==> src/ath_pkg.sv <==
// constants shared by the terminal configuration and status register logic
package ath_pkg;

  localparam int unsigned BUS_W = 16;
  localparam int unsigned STAT_W = 9;
  localparam int unsigned WORD_W = 32;
  localparam int unsigned LVL_W = 6;
  localparam int unsigned DIV_W = 7;
  localparam int unsigned SYNC_N = 3;

  // configuration word bit positions
  localparam int unsigned CFG_RX1_RATE = 0;
  localparam int unsigned CFG_LABEL_MEM = 1;
  localparam int unsigned CFG_RX1_LABEL_EN = 2;
  localparam int unsigned CFG_RX2_LABEL_EN = 3;
  localparam int unsigned CFG_TX_PARITY_EN = 4;
  localparam int unsigned CFG_LOOPBACK_N = 5;
  localparam int unsigned CFG_RX1_DEC_EN = 6;
  localparam int unsigned CFG_RX1_BIT9 = 7;
  localparam int unsigned CFG_RX1_BIT10 = 8;
  localparam int unsigned CFG_RX2_DEC_EN = 9;
  localparam int unsigned CFG_RX2_BIT9 = 10;
  localparam int unsigned CFG_RX2_BIT10 = 11;
  localparam int unsigned CFG_TX_PAR_POL = 12;
  localparam int unsigned CFG_TX_RATE = 13;
  localparam int unsigned CFG_RX2_RATE = 14;
  localparam int unsigned CFG_FORMAT = 15;
  localparam logic [15:0] CFG_RESET = 16'h0000;

  // fifo condition word bit positions
  localparam int unsigned ST_RX1_DATA = 0;
  localparam int unsigned ST_RX1_HALF = 1;
  localparam int unsigned ST_RX1_FULL = 2;
  localparam int unsigned ST_RX2_DATA = 3;
  localparam int unsigned ST_RX2_HALF = 4;
  localparam int unsigned ST_RX2_FULL = 5;
  localparam int unsigned ST_TX_EMPTY = 6;
  localparam int unsigned ST_TX_FULL = 7;
  localparam int unsigned ST_TX_HALF = 8;
  localparam logic [8:0] STATUS_RESET = 9'h040;

  // fifo levels
  localparam logic [5:0] FIFO_DEPTH = 6'h20;
  localparam logic [5:0] HALF_LEVEL = 6'h10;

  // rate dividers from the master clock
  localparam logic [6:0] DIV_FAST = 7'h0a;
  localparam logic [6:0] DIV_SLOW = 7'h50;

  // transmitter output slopes in ns, reported to the line driver only
  localparam int unsigned SLOPE_FAST_NS = 1500;
  localparam int unsigned SLOPE_SLOW_NS = 10000;

endpackage

==> src/ath_bus_map.sv <==
// maps a 32-bit serial word to and from the two 16-bit host bus halves
`timescale 1ns/1ns
module ath_bus_map (
  input wire logic unscrambled,
  input wire logic [ath_pkg::WORD_W-1:0] word_in,
  output logic [ath_pkg::BUS_W-1:0] half_one,
  output logic [ath_pkg::BUS_W-1:0] half_two,
  input wire logic [ath_pkg::BUS_W-1:0] wr_half_one,
  input wire logic [ath_pkg::BUS_W-1:0] wr_half_two,
  output logic [ath_pkg::WORD_W-1:0] word_out
);
  import ath_pkg::*;

  // index k holds serial bit k+1; label bits sit in the low byte either way
  always_comb begin
    if (unscrambled) begin
      half_one = word_in[15:0];
      half_two = word_in[31:16];
      word_out = {wr_half_two, wr_half_one};
    end else begin
      half_one = {word_in[12:8], word_in[30], word_in[29], word_in[31], word_in[7:0]};
      half_two = word_in[28:13];
      word_out = {wr_half_one[8], wr_half_one[10], wr_half_one[9], wr_half_two,
                  wr_half_one[15:11], wr_half_one[7:0]};
    end
  end

endmodule

==> src/ath_ctrl_status.sv <==
// configuration word and fifo condition word of the dual receiver terminal
//
// How it works
// - write strobe low loads all sixteen config bits
// - read strobe low, half select high: config out
// - receiver rate bits pick clock over 10 or 80
// - label memory bit switches strobes to labels
// - config bits 2,3 enable label matching
// - parity enable: bit 32 parity, else data
// - polarity bit: 0 odd parity, 1 even
// - loopback bit low routes transmitter into receivers
// - receiver one checks bits 9,10 against config
// - receiver two checks bits 9,10 against config
// - transmitter rate bit picks 10 or 80
// - format bit selects scrambled or plain mapping
// - read strobe low, half select low: status out
// - status read drives upper bus lines zero
// - data ready bits set while fifo not empty
// - half full bits set at sixteen words
// - full bits set when receiver fifo full
// - transmit empty bit set when fifo empty
// - transmit full bit and inverted pin
// - transmit half bit and inverted pin
`timescale 1ns/1ns
module ath_ctrl_status (
  input wire logic clk,
  input wire logic rst,
  input wire logic master_reset_n,
  input wire logic config_write_strobe_n,
  input wire logic register_read_strobe_n,
  input wire logic half_select,
  input wire logic [ath_pkg::BUS_W-1:0] host_data_lines_in,
  output logic [ath_pkg::BUS_W-1:0] host_data_lines_out,
  output logic host_data_lines_oe,
  input wire logic [ath_pkg::LVL_W-1:0] rx_one_level,
  input wire logic [ath_pkg::LVL_W-1:0] rx_two_level,
  input wire logic [ath_pkg::LVL_W-1:0] tx_level,
  output logic fifo_clear,
  output logic rx_one_ready_pin_n,
  output logic rx_one_halfway_pin_n,
  output logic rx_one_full_pin_n,
  output logic rx_two_ready_pin_n,
  output logic rx_two_halfway_pin_n,
  output logic rx_two_full_pin_n,
  output logic tx_full_pin_n,
  output logic tx_halfway_pin_n,
  output logic rx_one_rate_tick,
  output logic rx_two_rate_tick,
  output logic tx_rate_tick,
  output logic tx_slow_slope,
  output logic label_memory_access,
  input wire logic rx_one_word_done,
  input wire logic rx_one_label_hit,
  input wire logic [1:0] rx_one_bit9_10,
  output logic rx_one_load,
  input wire logic rx_two_word_done,
  input wire logic rx_two_label_hit,
  input wire logic [1:0] rx_two_bit9_10,
  output logic rx_two_load,
  input wire logic [ath_pkg::WORD_W-2:0] tx_word_body,
  input wire logic tx_bit32_in,
  output logic tx_bit32,
  input wire logic [1:0] tx_serial,
  input wire logic [1:0] rx_one_line,
  input wire logic [1:0] rx_two_line,
  output logic [1:0] rx_one_logic,
  output logic [1:0] rx_two_logic,
  input wire logic [ath_pkg::WORD_W-1:0] rx_word,
  output logic [ath_pkg::BUS_W-1:0] rx_bus_half_one,
  output logic [ath_pkg::BUS_W-1:0] rx_bus_half_two,
  input wire logic [ath_pkg::BUS_W-1:0] tx_bus_half_one,
  input wire logic [ath_pkg::BUS_W-1:0] tx_bus_half_two,
  output logic [ath_pkg::WORD_W-1:0] tx_word_assembled
);
  import ath_pkg::*;

  typedef struct packed {
    logic [SYNC_N-1:0] wr_sync;
    logic [SYNC_N-1:0] rd_sync;
    logic [SYNC_N-1:0] sel_sync;
    logic [SYNC_N-1:0] mr_sync;
    logic [SYNC_N-1:0][BUS_W-1:0] data_sync;
    logic wr_lvl;
    logic rd_lvl;
    logic sel_lvl;
    logic mr_lvl;
    logic [BUS_W-1:0] cfg;
    logic [STAT_W-1:0] status;
    logic [BUS_W-1:0] bus_out;
    logic bus_oe;
    logic [2:0][DIV_W-1:0] div_cnt;
    logic [2:0] tick;
    logic [7:0] pins_n;
    logic fifo_clear;
    logic slow_slope;
    logic label_mem;
    logic rx1_load;
    logic rx2_load;
    logic bit32;
    logic [1:0] rx1_logic;
    logic [1:0] rx2_logic;
    logic [BUS_W-1:0] map_one;
    logic [BUS_W-1:0] map_two;
    logic [WORD_W-1:0] tx_word;
  } ath_state_t;

  ath_state_t st;
  ath_state_t next_st;
  logic [BUS_W-1:0] map_one_c;
  logic [BUS_W-1:0] map_two_c;
  logic [WORD_W-1:0] tx_word_c;
  logic wr_fall;
  logic [2:0] rate_sel;

  ath_bus_map u_map (
    .unscrambled(st.cfg[CFG_FORMAT]),
    .word_in(rx_word),
    .half_one(map_one_c),
    .half_two(map_two_c),
    .wr_half_one(tx_bus_half_one),
    .wr_half_two(tx_bus_half_two),
    .word_out(tx_word_c)
  );

  ////////////////////////////////////////////////////////////////////////////////
  // next state

  // a pin level counts once the second and third stages agree
  assign wr_fall = (st.wr_sync[1] == st.wr_sync[2]) && !st.wr_sync[2] && st.wr_lvl;
  assign rate_sel = {st.cfg[CFG_TX_RATE], st.cfg[CFG_RX2_RATE], st.cfg[CFG_RX1_RATE]};

  always_comb begin
    logic [DIV_W-1:0] lim;
    logic fifo_ok1;
    logic fifo_ok2;
    lim = DIV_FAST;
    fifo_ok1 = 1'b0;
    fifo_ok2 = 1'b0;
    next_st = st;

    next_st.wr_sync = {st.wr_sync[1:0], config_write_strobe_n};
    next_st.rd_sync = {st.rd_sync[1:0], register_read_strobe_n};
    next_st.sel_sync = {st.sel_sync[1:0], half_select};
    next_st.mr_sync = {st.mr_sync[1:0], master_reset_n};
    next_st.data_sync = {st.data_sync[1:0], host_data_lines_in};
    if (st.wr_sync[1] == st.wr_sync[2]) begin
      next_st.wr_lvl = st.wr_sync[2];
    end
    if (st.rd_sync[1] == st.rd_sync[2]) begin
      next_st.rd_lvl = st.rd_sync[2];
    end
    if (st.sel_sync[1] == st.sel_sync[2]) begin
      next_st.sel_lvl = st.sel_sync[2];
    end
    if (st.mr_sync[1] == st.mr_sync[2]) begin
      next_st.mr_lvl = st.mr_sync[2];
    end

    // data passed the same three stages, so it lines up with the strobe edge
    if (wr_fall) begin
      next_st.cfg = st.data_sync[2];
    end

    // read path: bus is driven for as long as the read strobe stays low
    next_st.bus_oe = !st.rd_lvl;
    if (st.sel_lvl) begin
      next_st.bus_out = st.cfg;
    end else begin
      next_st.bus_out = {{(BUS_W-STAT_W){1'b0}}, st.status};
    end

    // fifo condition word, held at its cleared image during master reset
    next_st.fifo_clear = !st.mr_lvl;
    if (!st.mr_lvl) begin
      next_st.status = STATUS_RESET;
    end else begin
      next_st.status[ST_RX1_DATA] = rx_one_level != 6'h00;
      next_st.status[ST_RX1_HALF] = rx_one_level >= HALF_LEVEL;
      next_st.status[ST_RX1_FULL] = rx_one_level >= FIFO_DEPTH;
      next_st.status[ST_RX2_DATA] = rx_two_level != 6'h00;
      next_st.status[ST_RX2_HALF] = rx_two_level >= HALF_LEVEL;
      next_st.status[ST_RX2_FULL] = rx_two_level >= FIFO_DEPTH;
      next_st.status[ST_TX_EMPTY] = tx_level == 6'h00;
      next_st.status[ST_TX_FULL] = tx_level >= FIFO_DEPTH;
      next_st.status[ST_TX_HALF] = tx_level >= HALF_LEVEL;
    end
    // pins follow the status word in the same cycle, inverted
    next_st.pins_n = ~{next_st.status[ST_TX_HALF], next_st.status[ST_TX_FULL],
                       next_st.status[ST_RX2_FULL], next_st.status[ST_RX2_HALF],
                       next_st.status[ST_RX2_DATA], next_st.status[ST_RX1_FULL],
                       next_st.status[ST_RX1_HALF], next_st.status[ST_RX1_DATA]};

    // rate enables for receiver one, receiver two and transmitter
    for (int i = 0; i < 3; i++) begin
      lim = rate_sel[i] ? DIV_SLOW : DIV_FAST;
      // >= keeps a shortened limit from stranding the counter after a rate change
      if (st.div_cnt[i] >= lim - 7'h01) begin
        next_st.div_cnt[i] = 7'h00;
        next_st.tick[i] = 1'b1;
      end else begin
        next_st.div_cnt[i] = st.div_cnt[i] + 7'h01;
        next_st.tick[i] = 1'b0;
      end
    end
    next_st.slow_slope = st.cfg[CFG_TX_RATE];
    next_st.label_mem = st.cfg[CFG_LABEL_MEM];

    // word acceptance: label match and bits 9,10 check both must pass
    fifo_ok1 = (!st.cfg[CFG_RX1_LABEL_EN] || rx_one_label_hit) &&
               (!st.cfg[CFG_RX1_DEC_EN] ||
                rx_one_bit9_10 == {st.cfg[CFG_RX1_BIT10], st.cfg[CFG_RX1_BIT9]});
    fifo_ok2 = (!st.cfg[CFG_RX2_LABEL_EN] || rx_two_label_hit) &&
               (!st.cfg[CFG_RX2_DEC_EN] ||
                rx_two_bit9_10 == {st.cfg[CFG_RX2_BIT10], st.cfg[CFG_RX2_BIT9]});
    // label memory mode takes the strobes, so no received word is stored then
    next_st.rx1_load = rx_one_word_done && fifo_ok1 && !st.cfg[CFG_LABEL_MEM];
    next_st.rx2_load = rx_two_word_done && fifo_ok2 && !st.cfg[CFG_LABEL_MEM];

    // 32nd transmitted bit
    if (st.cfg[CFG_TX_PARITY_EN]) begin
      next_st.bit32 = st.cfg[CFG_TX_PAR_POL] ^ ~(^tx_word_body);
    end else begin
      next_st.bit32 = tx_bit32_in;
    end

    // self test loopback, active low
    if (!st.cfg[CFG_LOOPBACK_N]) begin
      next_st.rx1_logic = tx_serial;
      next_st.rx2_logic = tx_serial;
    end else begin
      next_st.rx1_logic = rx_one_line;
      next_st.rx2_logic = rx_two_line;
    end

    next_st.map_one = map_one_c;
    next_st.map_two = map_two_c;
    next_st.tx_word = tx_word_c;
  end

  ////////////////////////////////////////////////////////////////////////////////
  // registers

  always_ff @(posedge clk) begin
    if (rst) begin
      st <= '0;
      st.wr_sync <= 3'h7;
      st.rd_sync <= 3'h7;
      st.mr_sync <= 3'h7;
      st.wr_lvl <= 1'b1;
      st.rd_lvl <= 1'b1;
      st.mr_lvl <= 1'b1;
      st.cfg <= CFG_RESET;
      st.status <= STATUS_RESET;
      st.pins_n <= 8'hff;
    end else begin
      st <= next_st;
    end
  end

  ////////////////////////////////////////////////////////////////////////////////
  // outputs

  assign host_data_lines_out = st.bus_out;
  assign host_data_lines_oe = st.bus_oe;
  assign fifo_clear = st.fifo_clear;
  assign rx_one_ready_pin_n = st.pins_n[0];
  assign rx_one_halfway_pin_n = st.pins_n[1];
  assign rx_one_full_pin_n = st.pins_n[2];
  assign rx_two_ready_pin_n = st.pins_n[3];
  assign rx_two_halfway_pin_n = st.pins_n[4];
  assign rx_two_full_pin_n = st.pins_n[5];
  assign tx_full_pin_n = st.pins_n[6];
  assign tx_halfway_pin_n = st.pins_n[7];
  assign rx_one_rate_tick = st.tick[0];
  assign rx_two_rate_tick = st.tick[1];
  assign tx_rate_tick = st.tick[2];
  assign tx_slow_slope = st.slow_slope;
  assign label_memory_access = st.label_mem;
  assign rx_one_load = st.rx1_load;
  assign rx_two_load = st.rx2_load;
  assign tx_bit32 = st.bit32;
  assign rx_one_logic = st.rx1_logic;
  assign rx_two_logic = st.rx2_logic;
  assign rx_bus_half_one = st.map_one;
  assign rx_bus_half_two = st.map_two;
  assign tx_word_assembled = st.tx_word;
endmodule

==> config.mk <==
export PLATFORM = sky130hd
export DESIGN_NAME = ath_ctrl_status
export DESIGN_NICKNAME = d
export VERILOG_FILES = /design/src/ath_pkg.sv /design/src/ath_bus_map.sv /design/src/ath_ctrl_status.sv
export SDC_FILE = /design/constraint.sdc
export NUM_CORES = 1
export LEC_CHECK = 0
export BUFFER_PORTS_ARGS = -buffer_cell sky130_fd_sc_hd__buf_4
export CORE_MARGIN = 3
export CORE_UTILIZATION = 50
export CTS_CLUSTER_SIZE = 12
export DETAILED_ROUTE_END_ITERATION = 8
export MAX_ROUTING_LAYER = met4
export PLACE_DENSITY = 0.79
export SYNTH_ARGS = -nofsm -noshare
export SYNTH_HDL_FRONTEND = slang
export SYNTH_SLANG_ARGS = --single-unit
==> constraint.sdc <==
create_clock -name clk -period 2.25 [get_ports clk]
set_input_delay 0.225 -clock clk [delete_from_list [all_inputs] [get_ports clk]]
set_output_delay 0.225 -clock clk [all_outputs]
set_load 0.01 [all_outputs]
==> summary.md, run 1 <==
| Metric | Value |
|---|---|
| Status | finished clean |
| Synth async-reset ratio | 0% |
| Post-synthesis cell type count | 28 |
| Vias | 5786 |
| Switching Fraction | 22.2% |
| Number of global-route vias before repair | 5714 |
| Hold Path Depth | 3 |
| Critical path class | reg -> reg |
| GR Overflow Total | 0 |
| Cell count after placement | 1088 |
| CTS Buffer Depth | 3 |
| Post-route cell area | 11000 sq um |
| Initial core utilization | 52.1% |
| Crit. End Element | register |
| Crit path launch type | register |
| Area of the core | 14800 sq um |
| Crit path DAT | 2.39 ns |
| Final Critical Period | 1.95 ns |
| Setup violators final | 0 |
| Root Buffer | clkbuf_16 |
| Pwr/cell area | 771 nW/um^2 |
| Share of layout cells above drive strength 1 | 28.5% |
| IO Pins | 252 |
| Post-synth top flop | dfxtp_1 |
| Detailed Route WL | 19000 um |
| Clk_skew | 0.00994 ns |
| VDD IR max | 0.632 mV |
| R2r setup slk | 0.30 ns |
| Dpl cell area | 9160 sq um |
| Dpl hpwl | 11700 um |
| Remaining antenna violation count after routing | 0 |
| Mapped cell area | 7710 sq um |
| Setup TNS | 0 ns |
| Fillcell total | 984 |
| Multi-input logic area | 2670 sq um |
| Gates resized, CTS repair | 0 |
| Post-synth EDFFs | 0 |
| Nets | 1202 |
| CTS tree | built |
| Clock sink total | 212 |
| Gate count after technology mapping | 760 |
| R2R depth | 8 |
| Clock Latency Late Sink | 0.50 ns |
| FMAX | 514 MHz |
| Leakage power | 0.00477 uW |
| DR vias/cell | 4.69 |
| Synth-to-Final Area Change | 42.0% |
| CTS clk-pin slew, worst paths | 0.06 ns |
| Gr usage total | 22.0% |
| Residual DRC | 0 |
| Max-cap viol count | 0 |
| Final hold violation count | 0 |
| Row cnt | 44 |
| Die W | 130 um |
| Crit-path max FO | 6 |
| Final Cycle Share | 86.5% |
| RSZ-0062 raised after global routing | false |
| Comb power frac | 11.4% |
| Largest net degree at the start of global routing | 57 |
| Port bufs | 251 |
| Global-route wire length before repair | 28700 um |
| Synthesized flop and latch total | 212 |
| Worst-Margin Slew | 0.661 ns |
| Initial antenna violation count | 0 |
| H-Tree Depth | 1 |
| Max-slew violations | 0 |
| Pint | 6560 uW |
| Seq/Total Area, Yosys | 55.0% |
| Drt wl/cell | 15.4 um |
| Mapped Nets | 923 |
| Power share of the clock group | 41.7% |
| Die area | 17000 sq um |
| Worst slack, placed | 0.331 ns |
| Largest cells by area after synthesis | dfxtp_1 55%, buf_4 8.2%, mux2i_1 7.4%, nor2b_1 5.7%, xnor2_1 4.5% |
| Routability cong. | 0.793 |
| Post-CTS Setup Bufs | 0 |
| Slew HR | 55.8% |
| Synthesized area per cell | 10.2 sq um |
| Die Span Y | 130 um |
| Initial DRC Count | 157 |
| # diodes | 0 |
| CTS buffer count | 23 |
| Storage element area | 4250 sq um |
| Synth area leader | dfxtp_1 |
| Hold crit path type | in -> reg |
| Top-count cell post-synth | dfxtp_1 |
| Register share of total power | 46.9% |
| Crit path required time | 2.69 ns |
| Synth warn | 0 |
| Post-Layout Cell Count | 1234 |
| DR pass1 iterations | 5 |
| Switching power | 1880 uW |
| Synth top area share | 55.0% |
| Synth top cells by count | 212 x dfxtp_1, 92 x nor2_1, 84 x buf_4 |
| Setup ws final | 0.303 ns |
[per-stage QoR]
stage               hold slack (ns)  power (uW)  util [%]
floorplan                     0.329        4510         -
global placement              0.392        4820      61.8
detailed placement            0.396        4830      61.8
CTS                         0.00406        8470      74.0
global route                0.00184        8750      74.0
finish                      0.00492        8440      74.0
[timing repair]
| action | in CTS | in global routing |
|---|---|---|
| setup endpoints to repair | 0 | 0 |
| hold endpoints to repair | 93 | 0 |
| hold buffers | 110 | 0 |
[cell usage in the layout (no fill, tap or decap), drive strengths merged, types with 13 or more instances in the layout]
cell	n
buf	257
dfxtp	212
dlygate4sd3	110
nor2	92
nor2b	70
mux2i	57
nand2	53
xnor2	40
clkbuf	32
a21oi	28
inv	16
ha	13
and2	13
[kinds of logic (layout without fill, tap and decap cells)]
group | after synthesis | count (layout) | share of synthesized area [%]
simple gates | 258 | 258 | 16.1
fa+ha+maj | 13 | 13 | 2.11
compound gates | 43 | 43 | 3.36
flops | 212 | 212 | 55.0
xor+xnor | 50 | 50 | 5.68
buf+inv | 127 | 417 | 10.3
mux | 57 | 57 | 7.40
[routing by layer]
metal | vias up | GRT usage, % | part of all wire [%] | wire (um)
met5 | - | - | 0 | 0
met4 | 0 | 5.81 | 2.3 | 434
met3 | 32 | 4.99 | 7.3 | 1400
met2 | 218 | 38.6 | 50 | 9470
met1 | 2660 | 25.4 | 41 | 7690
li1 | 2876 | - | - | -
[registers in the layout (all words and copies together) (netlist names), 2 cells and up]
signal and cells:
rx_two_logic 2, rx_one_logic 2, rate_sel 2, rx_bus_half_two 16, rx_bus_half_one 16, host_data_lines_out 16
next_st 42, tx_word_assembled 32, st 66
[worst max-delay path, stage by stage, from the launching register on]
cell	delay (ns)
dfxtp_1	0.35
inv_1	0.10
ha_1	0.28
a21o_1	0.18
a21o_1	0.17
a211o_1	0.30
a21oi_2	0.17
nand2_1	0.17
nor2_1	0.16
[path summary, 6_finish.rpt]
kind                       startpoint                     to
setup / recovery          next_st[72]                st[105]
hold / removal    tx_bus_half_two[13]  tx_word_assembled[29]
setup reg to reg          next_st[72]                st[105]
hold reg to reg          next_st[201]           next_st[202]
[cell type report]
type	count	share of cell area (%)
Sequential cell	212	38.8
Timing Repair Buffer	367	27.9
Multi-Input combinational cell	421	24.4
Clock buffer	32	5.75
Tap cell	184	2.10
Clock inverter	4	0.605
Inverter	14	0.480
[power by group through the flow]
stage | clock (uW) | sequential [uW] | combinational [uW]
floorplan | 0 | 4030 | 473
global placement | 0 | 4040 | 782
detailed placement | 0 | 4040 | 791
CTS | 3570 | 3960 | 946
global route | 3730 | 3970 | 1040
finish | 3520 | 3960 | 962
Note: power is estimated with default switching activity, not from simulation.
==> run 2: changes to the inputs <==
--- a/config.mk
+++ b/config.mk
@@ -5,13 +5,12 @@
 export SDC_FILE = /design/constraint.sdc
 export NUM_CORES = 1
 export LEC_CHECK = 0
-export BUFFER_PORTS_ARGS = -buffer_cell sky130_fd_sc_hd__buf_4
 export CORE_MARGIN = 3
 export CORE_UTILIZATION = 50
 export CTS_CLUSTER_SIZE = 12
 export DETAILED_ROUTE_END_ITERATION = 8
+export DONT_BUFFER_PORTS = 1
 export MAX_ROUTING_LAYER = met4
-export PLACE_DENSITY = 0.79
 export SYNTH_ARGS = -nofsm -noshare
 export SYNTH_HDL_FRONTEND = slang
 export SYNTH_SLANG_ARGS = --single-unit
==> constraint.sdc (replaced) <==
create_clock -name clk -period 2.15 [get_ports clk]
set_input_delay 0.215 -clock clk [delete_from_list [all_inputs] [get_ports clk]]
set_output_delay 0.215 -clock clk [all_outputs]
set_load 0.01 [all_outputs]
==> run 2 against run 1 <==
Worst setup slack lost 0.11 ns. Largest cell class unchanged. Register-to-register slack lost 0.11 ns. Sequential power grew 6.3%. Largest power group unchanged. Cell count shrank 18%. Critical path type unchanged. Via count shrank 15%. Sequential cell count is the same.
==> summary.md, run 2 (synthesis results as in run 1) <==
| Metric | Value |
|---|---|
| Status | finished clean |
| Dpl hpwl | 9950 um (-15%) |
| Crit path capture | st[91] |
| R2R depth | 8 (unchanged) |
| Critical path class | reg -> reg |
| Root Buffer | clkbuf_16 |
| Initial DRC Count | 126 (-20%) |
| DR pass1 iterations | 4 (-1) |
| Area of the core | 14800 sq um (unchanged) |
| Clock sink total | 212 (unchanged) |
| FMAX | 511 MHz (-0.48%) |
| Final hold violation count | 0 (unchanged) |
| Vias | 4899 (-15%) |
| RSZ-0062 raised after global routing | false |
| Routability cong. | 0.748 (-5.6%) |
| Switching power | 1730 uW (-7.8%) |
| Crit path required time | 2.57 ns (-0.12 ns) |
| Die area | 17000 sq um (unchanged) |
| Worst-Margin Slew | 0.661 ns (-0.000503 ns) |
| Die W | 130 um (unchanged) |
| Port bufs | 0 (-100%) |
| Leakage power | 0.00372 uW (-22%) |
| # diodes | 0 (unchanged) |
| Power share of the clock group | 42.3% (+0.6 points) |
| Crit path from | rate_sel[0] |
| IO Pins | 252 (unchanged) |
| Synth-to-Final Area Change | 20.6% |
| Pint | 6590 uW (+0.32%) |
| Final Cycle Share | 91.0% (+4.5 points) |
| Share of layout cells above drive strength 1 | 5.60% (-23 points) |
| Slew HR | 55.9% (+0.12 points) |
| Pwr/cell area | 893 nW/um^2 (+16%) |
| Crit path DAT | 2.37 ns (-0.02 ns) |
| CTS buffer count | 22 (-4.3%) |
| Setup TNS | 0 ns (unchanged) |
| Residual DRC | 0 (unchanged) |
| Global-route wire length before repair | 24200 um (-16%) |
| Remaining antenna violation count after routing | 0 (unchanged) |
| Die Span Y | 130 um (unchanged) |
| DR vias/cell | 4.87 (+3.9%) |
| Reg-to-reg startpoint | rate_sel[0] |
| Post-CTS Setup Bufs | 0 (unchanged) |
| Comb power frac | 7.1% (-4.3 points) |
| Cts hold-fix bufs | 139 (+26%) |
| Largest net degree at the start of global routing | 111 (+95%) |
| Max-cap viol count | 0 (unchanged) |
| H-Tree Depth | 1 (unchanged) |
| Number of global-route vias before repair | 4930 (-14%) |
| Hold crit path type | in -> reg |
| Tot Pwr | 8320 uW (-1.5%) |
| Max-slew violations | 0 (unchanged) |
| Row cnt | 44 (unchanged) |
| Initial core utilization | 52.1% (unchanged) |
| Detailed Route WL | 16000 um (-16%) |
| Switching Fraction | 20.8% (-1.4 points) |
| Max FFs per register | 66 (unchanged) |
| Clock Latency Late Sink | 0.49 ns (about the same) |
| VDD IR max | 0.503 mV (-20%) |
| CTS clk-pin slew, worst paths | 0.06 ns (about the same) |
| Crit. End Element | register |
| Hold Path Depth | 3 (unchanged) |
| Crit Reg-Reg Endpoint | st[91] |
| Setup violators final | 0 (unchanged) |
| Initial antenna violation count | 0 (unchanged) |
| Gr usage total | 18.3% (-3.7 points) |
| Register share of total power | 50.6% (+3.7 points) |
| Gates resized, CTS repair | 0 (unchanged) |
| Crit-path max FO | 6 (unchanged) |
| CTS Buffer Depth | 3 (unchanged) |
| Clk_skew | 0.00543 ns (-0.00451 ns) |
| Final Critical Period | 1.96 ns (+0.00935 ns) |
| R2r setup slk | 0.19 ns (-0.11 ns) |
| CTS tree | built |
| Nets | 976 (-19%) |
| Highest-count cells in the layout ignoring fill and taps | 211 x dfxtp_1, 138 x dlygate4sd3_1, 92 x nor2_1 |
| Crit path launch type | register |
| Drt wl/cell | 15.9 um (+3.3%) |
| Biggest register | st |
| Commonest non-fill, non-tap cell in the layout | dfxtp_1 |
| GR Overflow Total | 0 (unchanged) |
==> run 2: stage by stage <==
step	hold WS, ns	cell area (sq um)	util, %	setup WS [ns]	cells
6_report	0.0287	9310	62.8	0.193	1006
5_1_grt	0.0528	9310	62.8	0.0248	1006
4_1_cts	0.0255	9310	62.8	0.193	1006
3_5_place_dp	0.298	7220	48.8	0.194	834
3_3_place_gp	0.297	7220	48.8	0.346	834
2_1_floorplan	0.319	7710	-	0.427	760
==> run 2: critical path, cell delays in order, from the launching register on <==
cell,delay [ns]
dfxtp_1,0.34
inv_1,0.09
ha_1,0.30
a21o_1,0.19
a21o_1,0.17
a211o_1,0.30
a21oi_2,0.18
nand2_1,0.16
nor2_1,0.16
==> run 2: cell type report <==
type / instances / area [sq um]
Clock buffer: 33 / 673
Fill cell: 1190 / 5500
Inverter: 14 / 52.6
Multi-Input combinational cell: 421 / 2670
Sequential cell: 212 / 4250
Tap cell: 184 / 230
Timing Repair Buffer: 142 / 1430
==> run 2: metal layers <==
metal  vias up  part of all wire, %  GRT usage [%]
li1       2431                    -              -
met1      2248                   40           20.6
met2       193                   50           32.6
met3        27                  8.2           3.93
met4         0                  1.9           5.38
met5         -                    0              -
==> run 2: power by group through the flow <==
stage                     Clock, uW  Sequential (uW)  Combinational [uW]
after floorplan                   0             4220                 496
after global placement            0             4290                 346
after detailed placement          0             4290                 363
after CTS                      3620             4210                 589
after global routing           3760             4220                 659
final                          3510             4210                 594
==> run 2: how the worst min path moves through the flow <==
stage	startpoint	to	slack, ns
global route	rx_one_level[2]	st[123]	0.05
finish	rx_one_level[2]	st[123]	0.03
detailed placement	rst	st[147]	0.30
floorplan	master_reset_n	next_st[201]	0.32
CTS	tx_bit32_in	tx_bit32	0.03
global placement	rst	st[147]	0.30
==> run 3: changes to the inputs <==
--- a/config.mk
+++ b/config.mk
@@ -5,12 +5,15 @@
 export SDC_FILE = /design/constraint.sdc
 export NUM_CORES = 1
 export LEC_CHECK = 0
+export CELL_PAD_IN_SITES_DETAIL_PLACEMENT = 1
+export CELL_PAD_IN_SITES_GLOBAL_PLACEMENT = 2
 export CORE_MARGIN = 3
-export CORE_UTILIZATION = 50
+export CORE_UTILIZATION = 37
 export CTS_CLUSTER_SIZE = 12
 export DETAILED_ROUTE_END_ITERATION = 8
 export DONT_BUFFER_PORTS = 1
 export MAX_ROUTING_LAYER = met4
+export PLACE_DENSITY_LB_ADDON = 0.1
 export SYNTH_ARGS = -nofsm -noshare
 export SYNTH_HDL_FRONTEND = slang
 export SYNTH_SLANG_ARGS = --single-unit
==> run 3 against run 2 <==
Global-route usage shrank 2.2 points. Register-to-register slack barely moved. Sequential cell count did not move. Final area rose by 3.2%. Non-clock buffer count grew 6.
==> summary.md, run 3 (synthesis results as in run 1) <==
| Metric | Value |
|---|---|
| CTS clk-pin slew, worst paths | 0.06 ns (about the same) |
| Crit path launch type | register |
| Max-cap viol count | 0 (unchanged) |
| Status | finished clean |
| Pwr/cell area | 922 nW/um^2 (+3.2%) |
| IO Pins | 252 (unchanged) |
| VDD IR max | 0.469 mV (-6.7%) |
| Biggest register | st |
| Commonest non-fill, non-tap cell in the layout | dfxtp_1 |
| Worst path top cell family by delay | compound AO/OA/AOI/OAI gates |
| Initial antenna violation count | 0 (unchanged) |
| GR Overflow Total | 0 (unchanged) |
| Post-Layout Cell Count | 1108 (+10%) |
| RSZ-0062 raised after global routing | false |
| Remaining antenna violation count after routing | 0 (unchanged) |
| Clock sink total | 212 (unchanged) |
| Final hold violation count | 0 (unchanged) |
| Slowest Stage Delay on Critical Path | 0.34 ns (about the same) |
| Critical path cell sequence | inv_1 > ha_1 > a21o_1 > a21o_1 > a211o_1 > a21oi_2 > nand2_1 > nor2_1 |
| DR vias/cell | 4.53 (-6.9%) |
| Worst path bufs/invs | 1 (unchanged) |
| Crit. End Element | register |
| Highest-count cells in the layout ignoring fill and taps | 211 x dfxtp_1, 144 x dlygate4sd3_1, 92 x nor2_1 |
| Post-CTS Setup Bufs | 0 (unchanged) |
| Setup violators final | 0 (unchanged) |
| Max FFs per register | 66 (unchanged) |
| Final Critical Period | 1.96 ns (+0.000873 ns) |
| Initial core utilization | 37.9% (-14 points) |
| Gr usage total | 16.1% (-2.2 points) |
| Dpl hpwl | 11200 um (+12%) |
| Root Buffer | clkbuf_16 |
| Port bufs | 0 (unchanged) |
| Post-route cell area | 9600 sq um (+3.2%) |
| Vias | 5023 (+2.5%) |
| Cell count after placement | 920 (+10%) |
| Synth-to-Final Area Change | 24.4% |
| H-Tree Depth | 1 (unchanged) |
| Leakage power | 0.00381 uW (+2.4%) |
| Crit-path max FO | 6 (unchanged) |
| Final Cycle Share | 91.0% (about the same) |
| # diodes | 0 (unchanged) |
| Residual DRC | 0 (unchanged) |
| Crit path required time | 2.58 ns (about the same) |
| Clock Latency Late Sink | 0.51 ns (+0.02 ns) |
| Routability cong. | 0.789 (+5.4%) |
| Worst-Margin Slew | 0.668 ns (+0.00741 ns) |
| Detailed Route WL | 18300 um (+15%) |
| Die area | 22600 sq um (+33%) |
| Initial DRC Count | 142 (+13%) |
| Dpl cell area | 7330 sq um (+1.5%) |
| Drt wl/cell | 16.6 um (+4.1%) |
| Nets | 984 (+0.82%) |
| Critical path class | reg -> reg |
| Tot Pwr | 8850 uW (+6.5%) |
| Slew HR | 55.3% (-0.60 points) |
| Crit-path slowest cell | dfxtp_1 |
| Max-slew violations | 0 (unchanged) |
| Area of the core | 20400 sq um (+38%) |
| Global-route wire length before repair | 28400 um (+17%) |
| CTS Buffer Depth | 3 (unchanged) |
| Largest net degree at the start of global routing | 112 (+0.90%) |
| Row cnt | 52 (+18%) |
| Setup TNS | 0 ns (unchanged) |
| FMAX | 511 MHz (about the same) |
| CTS tree | built |
| Hold crit path type | in -> reg |
| Die W | 150 um (+16%) |
| DR pass1 iterations | 4 (unchanged) |
| Number of global-route vias before repair | 5471 (+11%) |
| Clk_skew | 0.0187 ns (+0.0133 ns) |
| CTS buffer count | 24 (+9.1%) |
| Crit path DAT | 2.39 ns (+0.02 ns) |
| Share of layout cells above drive strength 1 | 6.68% (+1.1 points) |
| Cell mode on critical path | a21o_1 |
| Die Span Y | 150 um (+16%) |
## run 3: changes by cell type in the layout (fill, tap and decap cells not counted), sizes merged
| cell | before | now |
|---|---|---|
| clkinv | 0 | 4 |
| bufinv | 0 | 1 |
| dlygate4sd3 | 138 | 144 |
| clkinvlp | 0 | 1 |
| clkbuf | 33 | 37 |
## run 3: path summary, 6_finish.rpt
check / start / endpoint / slack [ns] / cells after the start
setup / recovery: rate_sel[0] / st[91] / 0.19 / 8
hold / removal: rx_one_level[2] / st[123] / 0.02 / 3
setup reg to reg: rate_sel[0] / st[91] / 0.19 / 8
hold reg to reg: next_st[201] / next_st[202] / 0.41 / 1
## run 3: worst register-to-register path, delay by kind of cell (launching register included)
family	cells	cell delay, ns
flops	1	0.34
buf+inv	1	0.08
compound gates	4	0.88
fa+ha+maj	1	0.27
simple gates	2	0.32
## run 3: metrics by stage
step / utilization, % / worst slack (ns) / hold WS [ns]
after floorplan: - / 0.427 / 0.319
after global placement: 36.0 / 0.317 / 0.304
after detailed placement: 36.0 / 0.194 / 0.306
after CTS: 47.1 / 0.0946 / 0.000191
after global routing: 47.1 / 0.00696 / 0.0102
final: 47.1 / 0.193 / 0.0166
## run 3: power by group
| group | switching [uW] | internal (uW) |
|---|---|---|
| clock network | 1560 | 2480 |
| registers | 117 | 4090 |
| logic | 236 | 370 |
## run 3: layout make-up
cell class	instances	area, sq um
tap	270	338
timing repair buffer	148	1490
sequential	212	4250
fill	2201	10800
inverter	14	52.6
multi-input combinational	421	2680
clock inverter	6	57.6
clock buffer	37	741
## run 3: what timing repair did
item / in CTS / in global routing
hold buffers: 145 / 0
resized for setup: 0 / 1
endpoints found under the setup margin: 0 / 1
hold endpoints to repair: 178 / 0
## run 3: per-layer routing
layer / vias to the layer above / share of wire [%] / global-route usage, %
li1: 2450 / - / -
met1: 2378 / 40 / 18.2
met2: 172 / 51 / 28.8
met3: 23 / 7.5 / 3.94
met4: 0 / 1.4 / 3.43
met5: - / 0 / -
